## src/hdl/pwm_pkg.sv

```systemverilog
// Package: register map, field layout, state encodings and timing for the block
package pwm_pkg;
   // Register byte offsets
   localparam logic [7:0] OFF_PMT = 8'h84;
   localparam logic [7:0] OFF_IRQ_STS = 8'h58;
   localparam logic [7:0] OFF_IRQ_EN = 8'h5C;
   localparam logic [7:0] OFF_PHY_IN = 8'h60;
   // Power control register fields
   localparam int PMT_MODE_LSB = 29;
   localparam int PMT_SLEEP_BIT = 28;
   localparam int PMT_LED_OFF_BIT = 12;
   localparam int PMT_FABRIC_OFF_BIT = 11;
   localparam int PMT_TIME_OFF_BIT = 10;
   localparam int PMT_STAMP_LSB = 7;
   localparam int PMT_WAKE_EN_A_BIT = 6;
   localparam int PMT_WAKE_EN_B_BIT = 5;
   localparam int PMT_WAKE_ST_A_BIT = 4;
   localparam int PMT_WAKE_ST_B_BIT = 3;
   localparam int PMT_AUTO_WAKE_BIT = 1;
   localparam int PMT_READY_BIT = 0;
   localparam int STAMP_UNITS = 3;
   // Interrupt status and enable fields
   localparam int IRQ_PHY_A_BIT = 26;
   localparam int IRQ_PHY_B_BIT = 27;
   localparam int IRQ_PWR_EVT_BIT = 17;
   // Power state encodings
   localparam logic [2:0] MODE_RUN = 3'h0;
   localparam logic [2:0] MODE_SYSCLK_OFF = 3'h1;
   localparam logic [2:0] MODE_PLL_OFF = 3'h2;
   localparam logic [2:0] MODE_FULL_OFF = 3'h3;
   // Timing
   localparam int CLK_HZ = 100_000_000;
   localparam int WAKE_US = 2000;
   localparam int PLL_SETTLE_US = 100;
   localparam int PLL_SETTLE_CYC = PLL_SETTLE_US * (CLK_HZ / 1_000_000);
   localparam logic [1:0] RESP_OKAY = 2'h0;
   localparam logic [1:0] RESP_SLVERR = 2'h2;

   typedef enum {ST_RUN, ST_SLEEP, ST_SETTLE} pstate_t;

   // Clock and gating outputs grouped together
   typedef struct packed {
      logic xtal_on;
      logic pll_on;
      logic sysclk_on;
      logic netclk_on;
      logic fabric_clk_on;
      logic time_clk_on;
      logic [STAMP_UNITS-1:0] stamp_clk_on;
   } gates_t;
endpackage

```

## src/hdl/power_wake_manager.sv

```systemverilog
// Power and wake manager: event latching, block and chip clock gating
//
// Overview of operation
// - PHY in energy-detect powerdown wakes on cable energy, sets energy flag
// - Carrier already present at powerdown enable reports energy at once
// - Unmasked PHY irq shows in status bits 26 and 27; enabled drives pin
// - Any PHY irq of a port sets that port's wake status bit
// - PHY detects four wake-on-LAN frame kinds and sets its wake flag
// - Port wake status bits latch and stay set after the event
// - Latched wake status ANDed with enables, ORed into power event status
// - Power event status gated by its enable, ORed onto irq pin
// - With auto wake set, power event wakes from auto-exit states
// - Disabling a block clock freezes it without resetting it
// - Fabric clock-off sets only after two consecutive 1 writes
// - Time unit clock-off uses the same two-write rule
// - Each stamp unit clock-off needs two consecutive 1 writes
// - Indicator-off: open-drain undriven, push-pull driven inactive
// - Register contents are kept through every power state
// - Every chip reset enters the normal run state, all clocks on
// - Sysclk-off state stops system clocks, keeps crystal, PLL, net clocks
// - PLL-off state stops PLL only when both PHYs are powered down
// - Full-off state stops everything; only manual host wake exits
// - Power state selection never enables wake detection by itself
// - State field codes 000 to 011; 100 to 111 reserved
// - Ready forced low on entry to any low power state
// - Wake returns to run, PLL settles, ready rises, mode fields clear
`timescale 1ns/1ps
module power_wake_manager (
   input wire logic aclk,
   input wire logic aresetn,
   input wire logic ce,
   input wire logic [7:0] s_axi_awaddr,
   input wire logic s_axi_awvalid,
   output logic s_axi_awready,
   input wire logic [31:0] s_axi_wdata,
   input wire logic [3:0] s_axi_wstrb,
   input wire logic s_axi_wvalid,
   output logic s_axi_wready,
   output logic [1:0] s_axi_bresp,
   output logic s_axi_bvalid,
   input wire logic s_axi_bready,
   input wire logic [7:0] s_axi_araddr,
   input wire logic s_axi_arvalid,
   output logic s_axi_arready,
   output logic [31:0] s_axi_rdata,
   output logic [1:0] s_axi_rresp,
   output logic s_axi_rvalid,
   input wire logic s_axi_rready,
   input wire logic port_a_phy_irq_flag,
   input wire logic port_b_phy_irq_flag,
   input wire logic [1:0] phy_general_powerdown,
   input wire logic other_irq,
   input wire logic manual_wake,
   input wire logic [2:0] led_in,
   input wire logic [2:0] led_push_pull,
   output logic [2:0] led_out,
   output logic [2:0] led_oe,
   output logic irq,
   output pwm_pkg::gates_t gates
);
   ////////////////////////////////////////////////////////////////////////
   // Register and state storage
   logic [2:0] mode_q, mode_d;
   logic sleep_q, sleep_d;
   logic fab_off_q, fab_off_d, fab_arm_q, fab_arm_d;
   logic time_off_q, time_off_d, time_arm_q, time_arm_d;
   logic [pwm_pkg::STAMP_UNITS-1:0] st_off_q, st_off_d, st_arm_q, st_arm_d;
   logic led_off_q, led_off_d;
   logic en_a_q, en_a_d, en_b_q, en_b_d;
   logic wst_a_q, wst_a_d, wst_b_q, wst_b_d;
   logic auto_q, auto_d;
   logic ready_q, ready_d;
   logic [1:0] phy_en_q, phy_en_d;
   logic pwr_en_q, pwr_en_d;
   pwm_pkg::pstate_t ps_q, ps_d;
   logic [2:0] cur_mode_q, cur_mode_d;
   logic [15:0] cnt_q, cnt_d;
   // Bus storage
   logic aw_q, aw_d, w_q, w_d;
   logic [7:0] awa_q, awa_d;
   logic [31:0] wd_q, wd_d;
   logic [3:0] ws_q, ws_d;
   logic bv_q, bv_d, rv_q, rv_d;
   logic [1:0] br_q, br_d, rr_q, rr_d;
   logic [31:0] rd_q, rd_d;
   logic irq_q, irq_d;
   logic awr_q, wrr_q, arr_q;
   logic [2:0] lo_q, lo_d, loe_q, loe_d;
   pwm_pkg::gates_t g_q, g_d;

   logic pwr_evt;
   logic wr_go, wr_pmt, wr_en;
   logic [31:0] pmt_rd, sts_rd;

   ////////////////////////////////////////////////////////////////////////
   // Combined event view, not a stored bit
   assign pwr_evt = (wst_a_q & en_a_q) | (wst_b_q & en_b_q);

   // Read images of the two main registers
   always_comb begin
      pmt_rd = '0;
      pmt_rd[pwm_pkg::PMT_MODE_LSB +: 3] = mode_q;
      pmt_rd[pwm_pkg::PMT_SLEEP_BIT] = sleep_q;
      pmt_rd[pwm_pkg::PMT_LED_OFF_BIT] = led_off_q;
      pmt_rd[pwm_pkg::PMT_FABRIC_OFF_BIT] = fab_off_q;
      pmt_rd[pwm_pkg::PMT_TIME_OFF_BIT] = time_off_q;
      pmt_rd[pwm_pkg::PMT_STAMP_LSB +: pwm_pkg::STAMP_UNITS] = st_off_q;
      pmt_rd[pwm_pkg::PMT_WAKE_EN_A_BIT] = en_a_q;
      pmt_rd[pwm_pkg::PMT_WAKE_EN_B_BIT] = en_b_q;
      pmt_rd[pwm_pkg::PMT_WAKE_ST_A_BIT] = wst_a_q;
      pmt_rd[pwm_pkg::PMT_WAKE_ST_B_BIT] = wst_b_q;
      pmt_rd[pwm_pkg::PMT_AUTO_WAKE_BIT] = auto_q;
      pmt_rd[pwm_pkg::PMT_READY_BIT] = ready_q;
      sts_rd = '0;
      sts_rd[pwm_pkg::IRQ_PHY_A_BIT] = port_a_phy_irq_flag;
      sts_rd[pwm_pkg::IRQ_PHY_B_BIT] = port_b_phy_irq_flag;
      sts_rd[pwm_pkg::IRQ_PWR_EVT_BIT] = pwr_evt;
   end

   ////////////////////////////////////////////////////////////////////////
   // AXI4-Lite slave: address and data taken in either order
   assign wr_go = aw_q & w_q & ~bv_q;
   assign wr_pmt = wr_go & (awa_q[7:2] == pwm_pkg::OFF_PMT[7:2]) & ws_q[3];
   assign wr_en = wr_go & (awa_q[7:2] == pwm_pkg::OFF_IRQ_EN[7:2]);

   always_comb begin
      aw_d = aw_q;
      w_d = w_q;
      awa_d = awa_q;
      wd_d = wd_q;
      ws_d = ws_q;
      bv_d = bv_q;
      br_d = br_q;
      rv_d = rv_q;
      rr_d = rr_q;
      rd_d = rd_q;
      if (s_axi_awvalid && !aw_q) begin
         aw_d = 1'b1;
         awa_d = s_axi_awaddr;
      end
      if (s_axi_wvalid && !w_q) begin
         w_d = 1'b1;
         wd_d = s_axi_wdata;
         ws_d = s_axi_wstrb;
      end
      if (wr_go) begin
         aw_d = 1'b0;
         w_d = 1'b0;
         bv_d = 1'b1;
         unique case (awa_q[7:2])
            pwm_pkg::OFF_PMT[7:2], pwm_pkg::OFF_IRQ_EN[7:2],
            pwm_pkg::OFF_IRQ_STS[7:2], pwm_pkg::OFF_PHY_IN[7:2]:
               br_d = pwm_pkg::RESP_OKAY;
            default: br_d = pwm_pkg::RESP_SLVERR;
         endcase
      end
      if (bv_q && s_axi_bready) begin
         bv_d = 1'b0;
      end
      if (s_axi_arvalid && !rv_q) begin
         rv_d = 1'b1;
         rr_d = pwm_pkg::RESP_OKAY;
         unique case (s_axi_araddr[7:2])
            pwm_pkg::OFF_PMT[7:2]: rd_d = pmt_rd;
            pwm_pkg::OFF_IRQ_STS[7:2]: rd_d = sts_rd;
            pwm_pkg::OFF_IRQ_EN[7:2]: begin
               rd_d = '0;
               rd_d[pwm_pkg::IRQ_PHY_A_BIT] = phy_en_q[0];
               rd_d[pwm_pkg::IRQ_PHY_B_BIT] = phy_en_q[1];
               rd_d[pwm_pkg::IRQ_PWR_EVT_BIT] = pwr_en_q;
            end
            pwm_pkg::OFF_PHY_IN[7:2]: rd_d = {30'h0, phy_general_powerdown};
            default: begin
               rd_d = '0;
               rr_d = pwm_pkg::RESP_SLVERR;
            end
         endcase
      end else if (rv_q && s_axi_rready) begin
         rv_d = 1'b0;
      end
   end

   ////////////////////////////////////////////////////////////////////////
   // Control register next values and power sequencing
   always_comb begin
      mode_d = mode_q;
      sleep_d = sleep_q;
      fab_off_d = fab_off_q;
      fab_arm_d = fab_arm_q;
      time_off_d = time_off_q;
      time_arm_d = time_arm_q;
      st_off_d = st_off_q;
      st_arm_d = st_arm_q;
      led_off_d = led_off_q;
      en_a_d = en_a_q;
      en_b_d = en_b_q;
      auto_d = auto_q;
      ready_d = ready_q;
      phy_en_d = phy_en_q;
      pwr_en_d = pwr_en_q;
      ps_d = ps_q;
      cur_mode_d = cur_mode_q;
      cnt_d = cnt_q;
      // Status clears by writing one; a new event in that cycle wins
      wst_a_d = wst_a_q;
      wst_b_d = wst_b_q;
      if (wr_pmt && ws_q[0]) begin
         if (wd_q[pwm_pkg::PMT_WAKE_ST_A_BIT]) wst_a_d = 1'b0;
         if (wd_q[pwm_pkg::PMT_WAKE_ST_B_BIT]) wst_b_d = 1'b0;
      end
      if (port_a_phy_irq_flag) wst_a_d = 1'b1;
      if (port_b_phy_irq_flag) wst_b_d = 1'b1;
      if (wr_en) begin
         phy_en_d[0] = wd_q[pwm_pkg::IRQ_PHY_A_BIT];
         phy_en_d[1] = wd_q[pwm_pkg::IRQ_PHY_B_BIT];
         pwr_en_d = wd_q[pwm_pkg::IRQ_PWR_EVT_BIT];
      end
      if (wr_pmt) begin
         // Mode ignored when sleep written with one in same write
         if (wd_q[pwm_pkg::PMT_SLEEP_BIT]) begin
            if (ps_q == pwm_pkg::ST_RUN && mode_q != pwm_pkg::MODE_RUN &&
                !mode_q[2]) begin
               sleep_d = 1'b1;
            end
         end else begin
            mode_d = wd_q[pwm_pkg::PMT_MODE_LSB +: 3];
         end
         // Two writes of one arm then set; a zero disarms
         fab_arm_d = wd_q[pwm_pkg::PMT_FABRIC_OFF_BIT];
         if (wd_q[pwm_pkg::PMT_FABRIC_OFF_BIT] && fab_arm_q) fab_off_d = 1'b1;
         if (!wd_q[pwm_pkg::PMT_FABRIC_OFF_BIT]) fab_off_d = 1'b0;
         time_arm_d = wd_q[pwm_pkg::PMT_TIME_OFF_BIT];
         if (wd_q[pwm_pkg::PMT_TIME_OFF_BIT] && time_arm_q) time_off_d = 1'b1;
         if (!wd_q[pwm_pkg::PMT_TIME_OFF_BIT]) time_off_d = 1'b0;
         for (int i = 0; i < pwm_pkg::STAMP_UNITS; i++) begin
            st_arm_d[i] = wd_q[pwm_pkg::PMT_STAMP_LSB + i];
            if (wd_q[pwm_pkg::PMT_STAMP_LSB + i] && st_arm_q[i])
               st_off_d[i] = 1'b1;
            if (!wd_q[pwm_pkg::PMT_STAMP_LSB + i]) st_off_d[i] = 1'b0;
         end
         led_off_d = wd_q[pwm_pkg::PMT_LED_OFF_BIT];
         en_a_d = wd_q[pwm_pkg::PMT_WAKE_EN_A_BIT];
         en_b_d = wd_q[pwm_pkg::PMT_WAKE_EN_B_BIT];
         auto_d = wd_q[pwm_pkg::PMT_AUTO_WAKE_BIT];
      end
      // Sequencer: state, current mode, counter, sleep, mode and ready change here
      unique case (ps_q)
         pwm_pkg::ST_RUN: begin
            if (sleep_q) begin
               ps_d = pwm_pkg::ST_SLEEP;
               cur_mode_d = mode_q;
               ready_d = 1'b0;
            end
         end
         pwm_pkg::ST_SLEEP: begin
            if (manual_wake || (auto_q && pwr_evt &&
                cur_mode_q != pwm_pkg::MODE_FULL_OFF)) begin
               ps_d = pwm_pkg::ST_SETTLE;
               cnt_d = 16'(pwm_pkg::PLL_SETTLE_CYC);
            end
         end
         pwm_pkg::ST_SETTLE: begin
            if (cnt_q == 16'h0001) begin
               ps_d = pwm_pkg::ST_RUN;
               ready_d = 1'b1;
               mode_d = pwm_pkg::MODE_RUN;
               sleep_d = 1'b0;
               cur_mode_d = pwm_pkg::MODE_RUN;
            end
            cnt_d = cnt_q - 16'h0001;
         end
      endcase
   end

   ////////////////////////////////////////////////////////////////////////
   // Output images, all registered
   always_comb begin
      irq_d = (pwr_evt & pwr_en_q) | (port_a_phy_irq_flag & phy_en_q[0]) |
              (port_b_phy_irq_flag & phy_en_q[1]) | other_irq;
      g_d.xtal_on = (cur_mode_q != pwm_pkg::MODE_FULL_OFF);
      g_d.pll_on = !((cur_mode_q == pwm_pkg::MODE_PLL_OFF &&
                      &phy_general_powerdown) ||
                     cur_mode_q == pwm_pkg::MODE_FULL_OFF);
      g_d.sysclk_on = (cur_mode_q == pwm_pkg::MODE_RUN);
      g_d.netclk_on = (cur_mode_q != pwm_pkg::MODE_FULL_OFF);
      // Clock gating only; the blocks keep their state
      g_d.fabric_clk_on = g_d.sysclk_on & ~fab_off_q;
      g_d.time_clk_on = g_d.sysclk_on & ~time_off_q;
      g_d.stamp_clk_on = {pwm_pkg::STAMP_UNITS{g_d.time_clk_on}} & ~st_off_q;
      // Push-pull pins driven inactive, open pins released
      lo_d = led_off_q ? 3'h0 : led_in;
      loe_d = led_off_q ? led_push_pull : 3'h7;
   end

   ////////////////////////////////////////////////////////////////////////
   // All state registers; reset lands in the run state
   always_ff @(posedge aclk) begin
      if (!aresetn) begin
         mode_q <= pwm_pkg::MODE_RUN;
         cur_mode_q <= pwm_pkg::MODE_RUN;
         ps_q <= pwm_pkg::ST_RUN;
         ready_q <= 1'b1;
         br_q <= pwm_pkg::RESP_OKAY;
         rr_q <= pwm_pkg::RESP_OKAY;
         g_q <= '1;
         {awr_q, wrr_q, arr_q} <= '1;
         {sleep_q, fab_off_q, fab_arm_q, time_off_q, time_arm_q} <= '0;
         {st_off_q, st_arm_q, led_off_q, en_a_q, en_b_q} <= '0;
         {wst_a_q, wst_b_q, auto_q, phy_en_q, pwr_en_q, cnt_q} <= '0;
         {aw_q, w_q, awa_q, wd_q, ws_q, bv_q, rv_q, rd_q} <= '0;
         {irq_q, lo_q, loe_q} <= '0;
      end else if (ce) begin
         ps_q <= ps_d;
         {mode_q, cur_mode_q, ready_q, sleep_q, cnt_q} <=
            {mode_d, cur_mode_d, ready_d, sleep_d, cnt_d};
         {fab_off_q, fab_arm_q, time_off_q, time_arm_q} <=
            {fab_off_d, fab_arm_d, time_off_d, time_arm_d};
         {st_off_q, st_arm_q, led_off_q, en_a_q, en_b_q} <=
            {st_off_d, st_arm_d, led_off_d, en_a_d, en_b_d};
         {wst_a_q, wst_b_q, auto_q, phy_en_q, pwr_en_q} <=
            {wst_a_d, wst_b_d, auto_d, phy_en_d, pwr_en_d};
         {aw_q, w_q, awa_q, wd_q, ws_q} <= {aw_d, w_d, awa_d, wd_d, ws_d};
         {bv_q, br_q, rv_q, rr_q, rd_q} <= {bv_d, br_d, rv_d, rr_d, rd_d};
         {irq_q, lo_q, loe_q, g_q} <= {irq_d, lo_d, loe_d, g_d};
         // Ready flags kept in flops so the bus pins leave a register
         {awr_q, wrr_q, arr_q} <= ~{aw_d, w_d, rv_d};
      end
   end

   assign s_axi_awready = awr_q;
   assign s_axi_wready = wrr_q;
   assign s_axi_bvalid = bv_q;
   assign s_axi_bresp = br_q;
   assign s_axi_arready = arr_q;
   assign s_axi_rvalid = rv_q;
   assign s_axi_rresp = rr_q;
   assign s_axi_rdata = rd_q;
   assign irq = irq_q;
   assign led_out = lo_q;
   assign led_oe = loe_q;
   assign gates = g_q;
endmodule

```

## config.mk

```make
export PLATFORM = sky130hd
export DESIGN_NAME = power_wake_manager
export DESIGN_NICKNAME = d
export VERILOG_FILES = /design/src/hdl/pwm_pkg.sv /design/src/hdl/power_wake_manager.sv
export SDC_FILE = /design/constraint.sdc
export NUM_CORES = 1
export LEC_CHECK = 0
export ABC_AREA = 0
export BUFFER_PORTS_ARGS = -buffer_cell sky130_fd_sc_hd__clkbuf_2
export CAP_MARGIN = 15
export CELL_PAD_IN_SITES_DETAIL_PLACEMENT = 2
export CELL_PAD_IN_SITES_GLOBAL_PLACEMENT = 2
export CORE_UTILIZATION = 28
export CTS_BUF_LIST = sky130_fd_sc_hd__clkbuf_8
export DETAILED_ROUTE_END_ITERATION = 10
export MAX_ROUTING_LAYER = met4
export PLACE_DENSITY_LB_ADDON = 0.1
export SLEW_MARGIN = 20
export SYNTH_ARGS = -nofsm -noshare
export SYNTH_HDL_FRONTEND = slang
export SYNTH_SLANG_ARGS = --single-unit
```

## constraint.sdc

```tcl
create_clock -name aclk -period 1.7 [get_ports aclk]
set_input_delay 0.34 -clock aclk [delete_from_list [all_inputs] [get_ports aclk]]
set_output_delay 0.34 -clock aclk [all_outputs]
set_load 0.02 [all_outputs]
```

Word level (Yosys, flattened, before mapping)
Index checks and enable logic that the tools add are counted. Widths: inputs -> output; s select.

Register bits: 177. Input port bits: 72. Output and inout port bits: 57.

Add/sub/neg operators: 1. Equal/unequal tests: 22. Multiplexer cells: 50. Bitwise gates (word level): 22. Reduce and logical (&&, ||, !) cells: 54.

Operators by type and width (number): $pmux 32 s4 (1); $mux 32 (3); $pmux 32 s3 (1); $logic_not 32->1 (2); $eq 6x5->1 const B (6); $eq 32x1->1 const B (1); $eq 32x2->1 const B (1); $pmux 16 s2 (1); $mux 1 (31); $mux 3 (8); $reduce_and 3->1 (8); $eq 16x1->1 const B (1); $logic_and 1x1->1 (16); $mux 16 (1); $reduce_and 2->1 (8); $sub 16x1->16 const B (1); $reduce_bool 2->1 (7); $and 1x1->1 (12); $eq 6x6->1 const B (2); $ne 2x1->1 const B (5); $reduce_and 4->1 (2); $reduce_or 4->1 (2); $eq 3x2->1 const B (2); $ne 2x2->1 const B (3); 12 further kinds (24).

Longest topological paths before layout
Gate-level depths: netlist of the first run.

Word-level depth: 8. Gate-level depth with buffers: 7. Depth with buffers taken out: 6.

Worst setup path after synthesis of the first run
Ideal clock, no wire load.

Path kind: flip-flop to flip-flop. Start: register cnt_q[0]. End: register cnt_q[10]. Arrival time: 1567 ps. Data required time: 1581 ps. Slack: 15 ps. Stages on the path, launching flop included: 7. Buffers on the path: 0. Clock period less this slack: 1685 ps. Path through: dfxtp_1 > inv_1 > ha_1 > nor3b_1 > and4_1 > a31oi_1 > o221a_2.

Longest elaborated chain between the ends: 2.

Ends and longest elaborated chain: from (decl) (RTL line power_wake_manager.sv:77) `logic [15:0] cnt_q, cnt_d;`; from (signal assigned) (RTL line power_wake_manager.sv:314) `{mode_q, cur_mode_q, ready_q, sleep_q, cnt_q} <=`; $sub 16x1->16 (RTL line power_wake_manager.sv:270) `cnt_d = cnt_q - 16'h0001;`; $pmux 16 s2 (RTL line power_wake_manager.sv:247) `unique case (ps_q)`.

Every way passes these cells. A chain may end at the register's enable or synchronous reset.

Worst setup path in the final report of the first run
Start: register cur_mode_q[2]. End: register ps_q[1].

Longest elaborated chain between the ends: 5.

Ends and longest elaborated chain: from (decl) (RTL line power_wake_manager.sv:76) `logic [2:0] cur_mode_q, cur_mode_d;`; from (signal assigned) (RTL line power_wake_manager.sv:300) `cur_mode_q <= pwm_pkg::MODE_RUN;`; from (signal assigned) (RTL line power_wake_manager.sv:314); $ne 3x2->1 (RTL line power_wake_manager.sv:257) `cur_mode_q != pwm_pkg::MODE_FULL_OFF)) begin`; $logic_and 1x1->1 (RTL line power_wake_manager.sv:256) `if (manual_wake || (auto_q && pwr_evt &&`; $logic_or 1x1->1 (RTL line power_wake_manager.sv:256); $ne 2x2->1 (no line); $reduce_and 4->1 (no line); to (signal assigned) (RTL line power_wake_manager.sv:301) `ps_q <= pwm_pkg::ST_RUN;`; to (signal assigned) (RTL line power_wake_manager.sv:313) `ps_q <= ps_d;`; to (decl) (RTL line power_wake_manager.sv:75) `pwm_pkg::pstate_t ps_q, ps_d;`.

Every way passes these cells.

==> results of run 1 <==
## metrics by stage
stage / util (%) / setup TNS [ns]
after floorplan: - / 0
after global placement: 36.1 / -0.384
after detailed placement: 36.1 / -1.41
after CTS: 39.6 / -0.0705
after global routing: 40.7 / -0.904
final: 40.7 / -0.00216
## metal layers
metal / vias to the layer above / part of all wire [%] / track usage [%]
met4: 0 / 1.7 / 6.54
met3: 24 / 3.3 / 4.51
li1: 2472 / - / -
met1: 2565 / 44 / 25.0
met5: - / 0 / -
met2: 89 / 51 / 36.7
## cell type report
class	instances	area (um^2)
Inverter	13	55.1
Clock inverter	13	196
Clock buffer	17	234
Fill cell	1960	10300
Tap cell	225	282
Multi-Input combinational cell	440	2710
Timing Repair Buffer	189	1320
Sequential cell	114	2300
## logic make-up (layout without fill, tap and decap cells)
kind of cell	after synthesis	after routing	share of synthesized area (%)
simple gates	252	252	24.9
other cells	1	15	0.0746
compound gates	152	152	18.9
flops	114	114	45.4
mux	15	15	3.06
buf+inv	65	232	6.18
fa+ha+maj	6	6	1.49
## path summary, 6_finish.rpt
kind / from / to / cells past startpoint
max: cur_mode_q[2]$_SDFFE_PN0P_ / ps_q[1]$_SDFFE_PN0P_ / 5
min: s_axi_wdata[29] / wd_q[29]$_SDFFE_PN0P_ / 3
max reg2reg: cur_mode_q[2]$_SDFFE_PN0P_ / ps_q[1]$_SDFFE_PN0P_ / 5
min reg2reg: s_axi_rdata[28]$_SDFFE_PN0P_ / s_axi_rdata[28]$_SDFFE_PN0P_ / 2
## sequential cells by signal, indices dropped and copies added (netlist names), 3 cells and up
name and flops:
awa_q 6, cnt_q 16, cur_mode_q 3, gates 8
led_oe 3, led_out 3, mode_q 3, s_axi_rdata 19
st_arm_q 3, st_off_q 3, wd_q 18
## power by group through the flow
| stage | sequential (mW) | combinational (mW) | clock [mW] |
|---|---|---|---|
| after floorplan | 2.86 | 0.248 | 0 |
| after global placement | 2.83 | 0.474 | 0 |
| after detailed placement | 2.83 | 0.489 | 0 |
| after CTS | 2.77 | 0.493 | 2.96 |
| after global routing | 2.77 | 0.533 | 3.05 |
| final | 2.77 | 0.486 | 2.87 |
## critical path, delay by kind of cell, from the launching register on
family	cells	cell delay, ns
mux	1	0.24
buf+inv	1	0.15
flops	1	0.33
simple gates	1	0.21
compound gates	2	0.70
## synthesized netlist by cell type, types with 2 or more instances
library cell / number / area, um^2
sky130_fd_sc_hd__dfxtp_1: 114 / 2280
sky130_fd_sc_hd__nand2_1: 114 / 428
sky130_fd_sc_hd__a21oi_1: 69 / 345
sky130_fd_sc_hd__nor2_1: 42 / 158
sky130_fd_sc_hd__clkbuf_1: 29 / 109
sky130_fd_sc_hd__o21ai_0: 25 / 125
sky130_fd_sc_hd__nand3_1: 20 / 100
sky130_fd_sc_hd__buf_4: 16 / 120
sky130_fd_sc_hd__inv_1: 13 / 48.8
sky130_fd_sc_hd__nor3_1: 13 / 65.1
sky130_fd_sc_hd__mux2i_1: 12 / 120
sky130_fd_sc_hd__o22ai_1: 9 / 56.3
sky130_fd_sc_hd__nand4_1: 8 / 50.1
sky130_fd_sc_hd__o211ai_1: 8 / 60.1
sky130_fd_sc_hd__or3_1: 8 / 50.1
sky130_fd_sc_hd__a22oi_1: 7 / 52.6
sky130_fd_sc_hd__a31oi_1: 7 / 43.8
sky130_fd_sc_hd__and3_1: 6 / 37.5
sky130_fd_sc_hd__ha_1: 6 / 75.1
sky130_fd_sc_hd__nand3b_1: 6 / 45.0
sky130_fd_sc_hd__and4_1: 5 / 43.8
sky130_fd_sc_hd__buf_2: 5 / 25.0
sky130_fd_sc_hd__nor4_1: 5 / 31.3
sky130_fd_sc_hd__o221a_2: 4 / 45.0
sky130_fd_sc_hd__a211oi_1: 3 / 22.5
sky130_fd_sc_hd__a311o_1: 3 / 30.0
sky130_fd_sc_hd__mux2_2: 3 / 33.8
sky130_fd_sc_hd__nand4b_1: 3 / 26.3
sky130_fd_sc_hd__or4_1: 3 / 22.5
sky130_fd_sc_hd__a221oi_1: 2 / 17.5
sky130_fd_sc_hd__buf_1: 2 / 7.51
sky130_fd_sc_hd__nand2b_1: 2 / 12.5
sky130_fd_sc_hd__nor4b_1: 2 / 17.5
sky130_fd_sc_hd__nor4bb_1: 2 / 20.0
sky130_fd_sc_hd__o311ai_0: 2 / 17.5
sky130_fd_sc_hd__o31ai_1: 2 / 15.0
sky130_fd_sc_hd__o32ai_1: 2 / 17.5
sky130_fd_sc_hd__or4b_2: 2 / 20.0
## repair_timing
| item | 4_1_cts | 5_1_grt |
|---|---|---|
| hold endpoints to repair | 0 | 0 |
| gates resized for setup | 36 | 29 |
| setup endpoints to repair | 20 | 24 |
| pin swaps | 10 | 11 |
| buffers inserted | 5 | 7 |
==> impl_metrics.tcl, run 1 <==
set metrics [dict create \
    final-setup-viol-count 1 \
    holdCritPathClass "in -> reg" \
    run_status "finished with violations" \
    internal_portion_of_total_power_mw 4.62 \
    dr_drc_count 0 \
    dr.pass1.iters 4 \
    finalNonFillerCells 1011 \
    core_um2 17400 \
    cts.path.max_buffers 2 \
    vias_in_the_first_global_route 5586 \
    detail_routed_net_length_per_standard_cell_um 18.6 \
    routed_antenna_nets 0 \
    overflow 0 \
    cellPowerDensity_nw_per_um2 864 \
    timing.critical_path.fanout_max 7 \
    ys_async_sr_fraction_pct 0 \
    synth_top_flop_cell "sky130_fd_sc_hd__dfxtp_1" \
    setup_ws_ns -0.00216 \
    clock.fmax_mhz 587 \
    detail_route.vias_per_cell 5.09 \
    io-pin-count 129 \
    critical_path_class "reg -> reg" \
    area_delta_synth_final_pct 41.1 \
    cts.htree.levels 4 \
    seq_power_share_pct 45.2 \
    io_buffer_count 93 \
    worstSetupStartpointType "flop" \
    grt_start_max_net_pins 50 \
    fin_crit_ns 1.70 \
    violations_in_the_final_reports "setup timing" \
    switchingPower_mw 1.51 \
    grt_antenna_before_repair 0 \
    slew_violations 0 \
    postCtsHoldBufs 0 \
    timing.final.crit_share_pct 100 \
    antenna-diode-count 0 \
    timing.final.hold_violations 0 \
    cts.sinks 114 \
    starting_density_of_the_core_pct 28.8 \
    layout.nets 853 \
    cp_arrival_ns 2.07 \
    layout_common_cells "sky130_fd_sc_hd__nand2_1 (113), sky130_fd_sc_hd__dfxtp_1 (106), sky130_fd_sc_hd__clkbuf_2 (93)" \
    highest_cell_delay_on_the_worst_timing_path_ns 0.43 \
    layout.cell_area.non_filler_um2 7090 \
    mappedNetlistArea_um2 5020 \
    numCtsBuffers 17 \
    worst_ir_drop_vdd_mv 0.442 \
    synth_enable_flop_cells 0 \
    total_routed_wirelength_mm 18.8 \
    synth.distinct_cells 59 \
    dieArea_um2 18500 \
    fin_total_pwr_mw 6.12 \
    clk_pin_slew_worst_paths_ns 0.07 \
    grt_util_all_layers_pct 21.4 \
    die_w_um 136 \
    dp.final_hpwl_mm 13.4 \
    dr.first_iter.drc_count 182 \
    syn-instance-count 605 \
    timing.clock.skew_ns 0.0125 \
    die_outline_height_um 136 \
    synth.ff_latch_count 114 \
    pre_cts_ws_ns -0.162 \
    setup.reg_to_reg.worst_slack_ns -0.002 \
    numPlacedInstances 969 \
    layout_commonest_cell "sky130_fd_sc_hd__nand2_1" \
    combinationalPowerShare_pct 7.9 \
    cap_violations 0 \
    synth_seq_area_share_pct 45.4 \
    holdWs_ns 0.109 \
    place_area_um2 6280 \
    crit_path_cell_trace "and3b_4, o311a_4, buf_6, a211oi_4, mux2i_1" \
    cpMaxStageDelayCell "sky130_fd_sc_hd__o311a_4" \
    routed-via-count 5150 \
    post_route_cells_drive_above_1_share_pct 34.9 \
    cts.root.buffer_cell "sky130_fd_sc_hd__clkbuf_8" \
    clockPowerShare_pct 46.8 \
    synthesis.yosys.warnings 0 \
    tritoncts "yes" \
    rsz0062_at_grt "true" \
    post_synthesis_area_per_instance_um2 8.30 \
    critical_path_end_type "flop" \
    power.leakage_nw 2.88 \
    worst_skew_pair.late_latency_ns 0.45 \
    fp-row-count 48 \
    grt_pass1_wl_mm 29.2 \
    place.gp.congestion 0.862 \
    netSwitchingFraction_pct 24.6 \
    crit_required_ns 2.07 \
]
Power figures use the tool's default switching activity.
==> run 2, diff against run 1 <==
--- a/config.mk
+++ b/config.mk
@@ -14,7 +14,7 @@
 export CTS_BUF_LIST = sky130_fd_sc_hd__clkbuf_8
 export DETAILED_ROUTE_END_ITERATION = 10
 export MAX_ROUTING_LAYER = met4
-export PLACE_DENSITY_LB_ADDON = 0.1
+export PLACE_DENSITY = 0.79
 export SLEW_MARGIN = 20
 export SYNTH_ARGS = -nofsm -noshare
 export SYNTH_HDL_FRONTEND = slang
==> run 2 against run 1 <==
First-iteration DRC count grew 49%. Global-route usage grew 1.9 points. Clock skew grew 0.0035 ns. The run still ends with setup timing left. Largest cell class unchanged. Worst setup slack lost 0.067 ns. Die area is the same. Highest routed layer unchanged. Hold slack lost 0.0019 ns. Critical endpoint is now mode_q[0]$_SDFFE_PN0P_.
==> impl_metrics.tcl, run 2 (synthesized netlist as in run 1, its figures left out) <==
set metrics [dict create \
    worstSetupStartpointType "flop" \
    slew_violations 0 \
    ff2ff_path_depth 6 \
    fp-row-count 48 \
    area_delta_synth_final_pct 36.7 \
    timing.critical_path.fanout_max 5 \
    die_outline_height_um 136 \
    io_buffer_count 93 \
    cts.htree.levels 4 \
    holdCritPathClass "in -> reg" \
    critical_path_class "reg -> reg" \
    final-setup-viol-count 14 \
    crit_required_ns 2.02 \
    worst_skew_pair.late_latency_ns 0.45 \
    holdWs_ns 0.107 \
    die_w_um 136 \
    layout_commonest_cell "sky130_fd_sc_hd__nand2_1" \
    grt_start_max_net_pins 53 \
    cpMaxStageDelayCell "sky130_fd_sc_hd__nor4_4" \
    overflow 0 \
    run_status "finished with violations" \
    post_route_cells_drive_above_1_share_pct 33.7 \
    cap_violations 0 \
    timing.final.crit_share_pct 104 \
    cp_arrival_ns 2.09 \
    filler_cell_count 1964 \
    starting_density_of_the_core_pct 28.8 \
    cellPowerDensity_nw_per_um2 810 \
    critical_path_end_type "flop" \
    crit_path_top_cell_by_count "sky130_fd_sc_hd__buf_6" \
    io-pin-count 129 \
    worstSetupPathDepth 6 \
    dp.final_hpwl_mm 13.7 \
    rsz0062_at_grt "true" \
    numCtsBuffers 17 \
    timing.final.hold_violations 0 \
    layout_common_cells "sky130_fd_sc_hd__nand2_1 (113), sky130_fd_sc_hd__dfxtp_1 (106), sky130_fd_sc_hd__clkbuf_2 (93)" \
    worst-path-buf-inv 2 \
    timing.clock.skew_ns 0.0160 \
    numPlacedInstances 957 \
    fin_crit_ns 1.77 \
    grt_util_all_layers_pct 23.3 \
    detail_routed_net_length_per_standard_cell_um 21.8 \
    total_routed_wirelength_mm 21.8 \
    regArea_um2 2290 \
    layout.nets 841 \
    grt_pass1_wl_mm 31.7 \
    grt_antenna_before_repair 0 \
    cts.sinks 114 \
    setup_ws_ns -0.0687 \
    multiInputGateArea_um2 2710 \
    dr.pass1.iters 4 \
    place.gp.congestion 0.825 \
    routed_antenna_nets 0 \
    clock.fmax_mhz 565 \
    tritoncts "yes" \
    hold_depth 3 \
    finalNonFillerCells 1000 \
    violations_in_the_final_reports "setup timing" \
    crit_path_cell_trace "nor4_4, nand4_1, buf_6, buf_6, o2111ai_4, o32ai_2" \
    fin_total_pwr_mw 5.56 \
    dr_drc_count 0 \
    dieArea_um2 18500 \
    cts.root.buffer_cell "sky130_fd_sc_hd__clkbuf_8" \
    vias_in_the_first_global_route 5795 \
    dr.first_iter.drc_count 271 \
    slew-limit-headroom_pct 66.4 \
    worst_slew_pin_slew_ns 0.504 \
    path_delay_family "simple AND/OR/NAND/NOR gates" \
    antenna-diode-count 0 \
    cts.path.max_buffers 2 \
    max_ffs_per_register 19 \
    detail_route.vias_per_cell 5.37 \
    pre_cts_ws_ns -0.112 \
    routed-via-count 5365 \
    worst_ir_drop_vdd_mv 0.449 \
    post_route_setup_tns_ns -0.553 \
    clk_pin_slew_worst_paths_ns 0.08 \
    core_um2 17400 \
    highest_cell_delay_on_the_worst_timing_path_ns 0.36 \
    power.leakage_nw 2.75 \
    postCtsHoldBufs 0 \
]
-- run 2: what timing repair did --
action	in CTS	in global routing
pin swaps	3	20
resized for setup	19	42
setup buffers	2	10
setup endpoints to repair	21	28
-- run 2: cell type report --
| cell class | instances | share of cell area (%) |
|---|---|---|
| multi-input combinational | 440 | 39.4 |
| sequential | 114 | 33.4 |
| timing repair buffer | 177 | 17.4 |
| tap | 225 | 4.10 |
| clock buffer | 18 | 3.61 |
| clock inverter | 13 | 1.33 |
| inverter | 13 | 0.711 |
-- run 2: per-layer routing --
layer	global-route usage (%)	part of all wire [%]	vias up	routed length, um
li1	-	-	2452	-
met1	24.8	39	2673	8520
met2	40.8	51	169	11200
met3	5.37	4.9	71	1070
met4	10.8	4.5	0	974
met5	-	0	-	0
-- run 2: worst paths after layout --
kind,startpoint,to,slack (ns)
worst max-delay path,cnt_q[10]$_SDFFE_PN0P_,mode_q[0]$_SDFFE_PN0P_,-0.07
worst min-delay path,s_axi_wdata[7],wd_q[7]$_SDFFE_PN0P_,0.11
worst max register to register,cnt_q[10]$_SDFFE_PN0P_,mode_q[0]$_SDFFE_PN0P_,-0.07
worst min register to register,s_axi_rdata[12]$_SDFFE_PN0P_,s_axi_rdata[12]$_SDFFE_PN0P_,0.45
-- run 2: where the power goes --
part	total [mW]	leakage, nW	switching, mW	internal [mW]
sequential	2.78	0.930	0.0509	2.73
combinational	0.500	1.64	0.325	0.174
clock	2.28	0.176	1.24	1.04
-- run 2: worst register-to-register path: cells and delay by family, from the launching register on --
| kind | cells | cell delay, ns |
|---|---|---|
| simple gates | 2 | 0.57 |
| buf+inv | 2 | 0.31 |
| compound gates | 2 | 0.42 |
| flops | 1 | 0.34 |
-- run 2: through the flow --
step                area [um^2]  utilization [%]
floorplan                  5080                -
global placement           6180             35.5
detailed placement         6180             35.5
CTS                        6610             38.0
global route               6870             39.4
finish                     6870             39.4
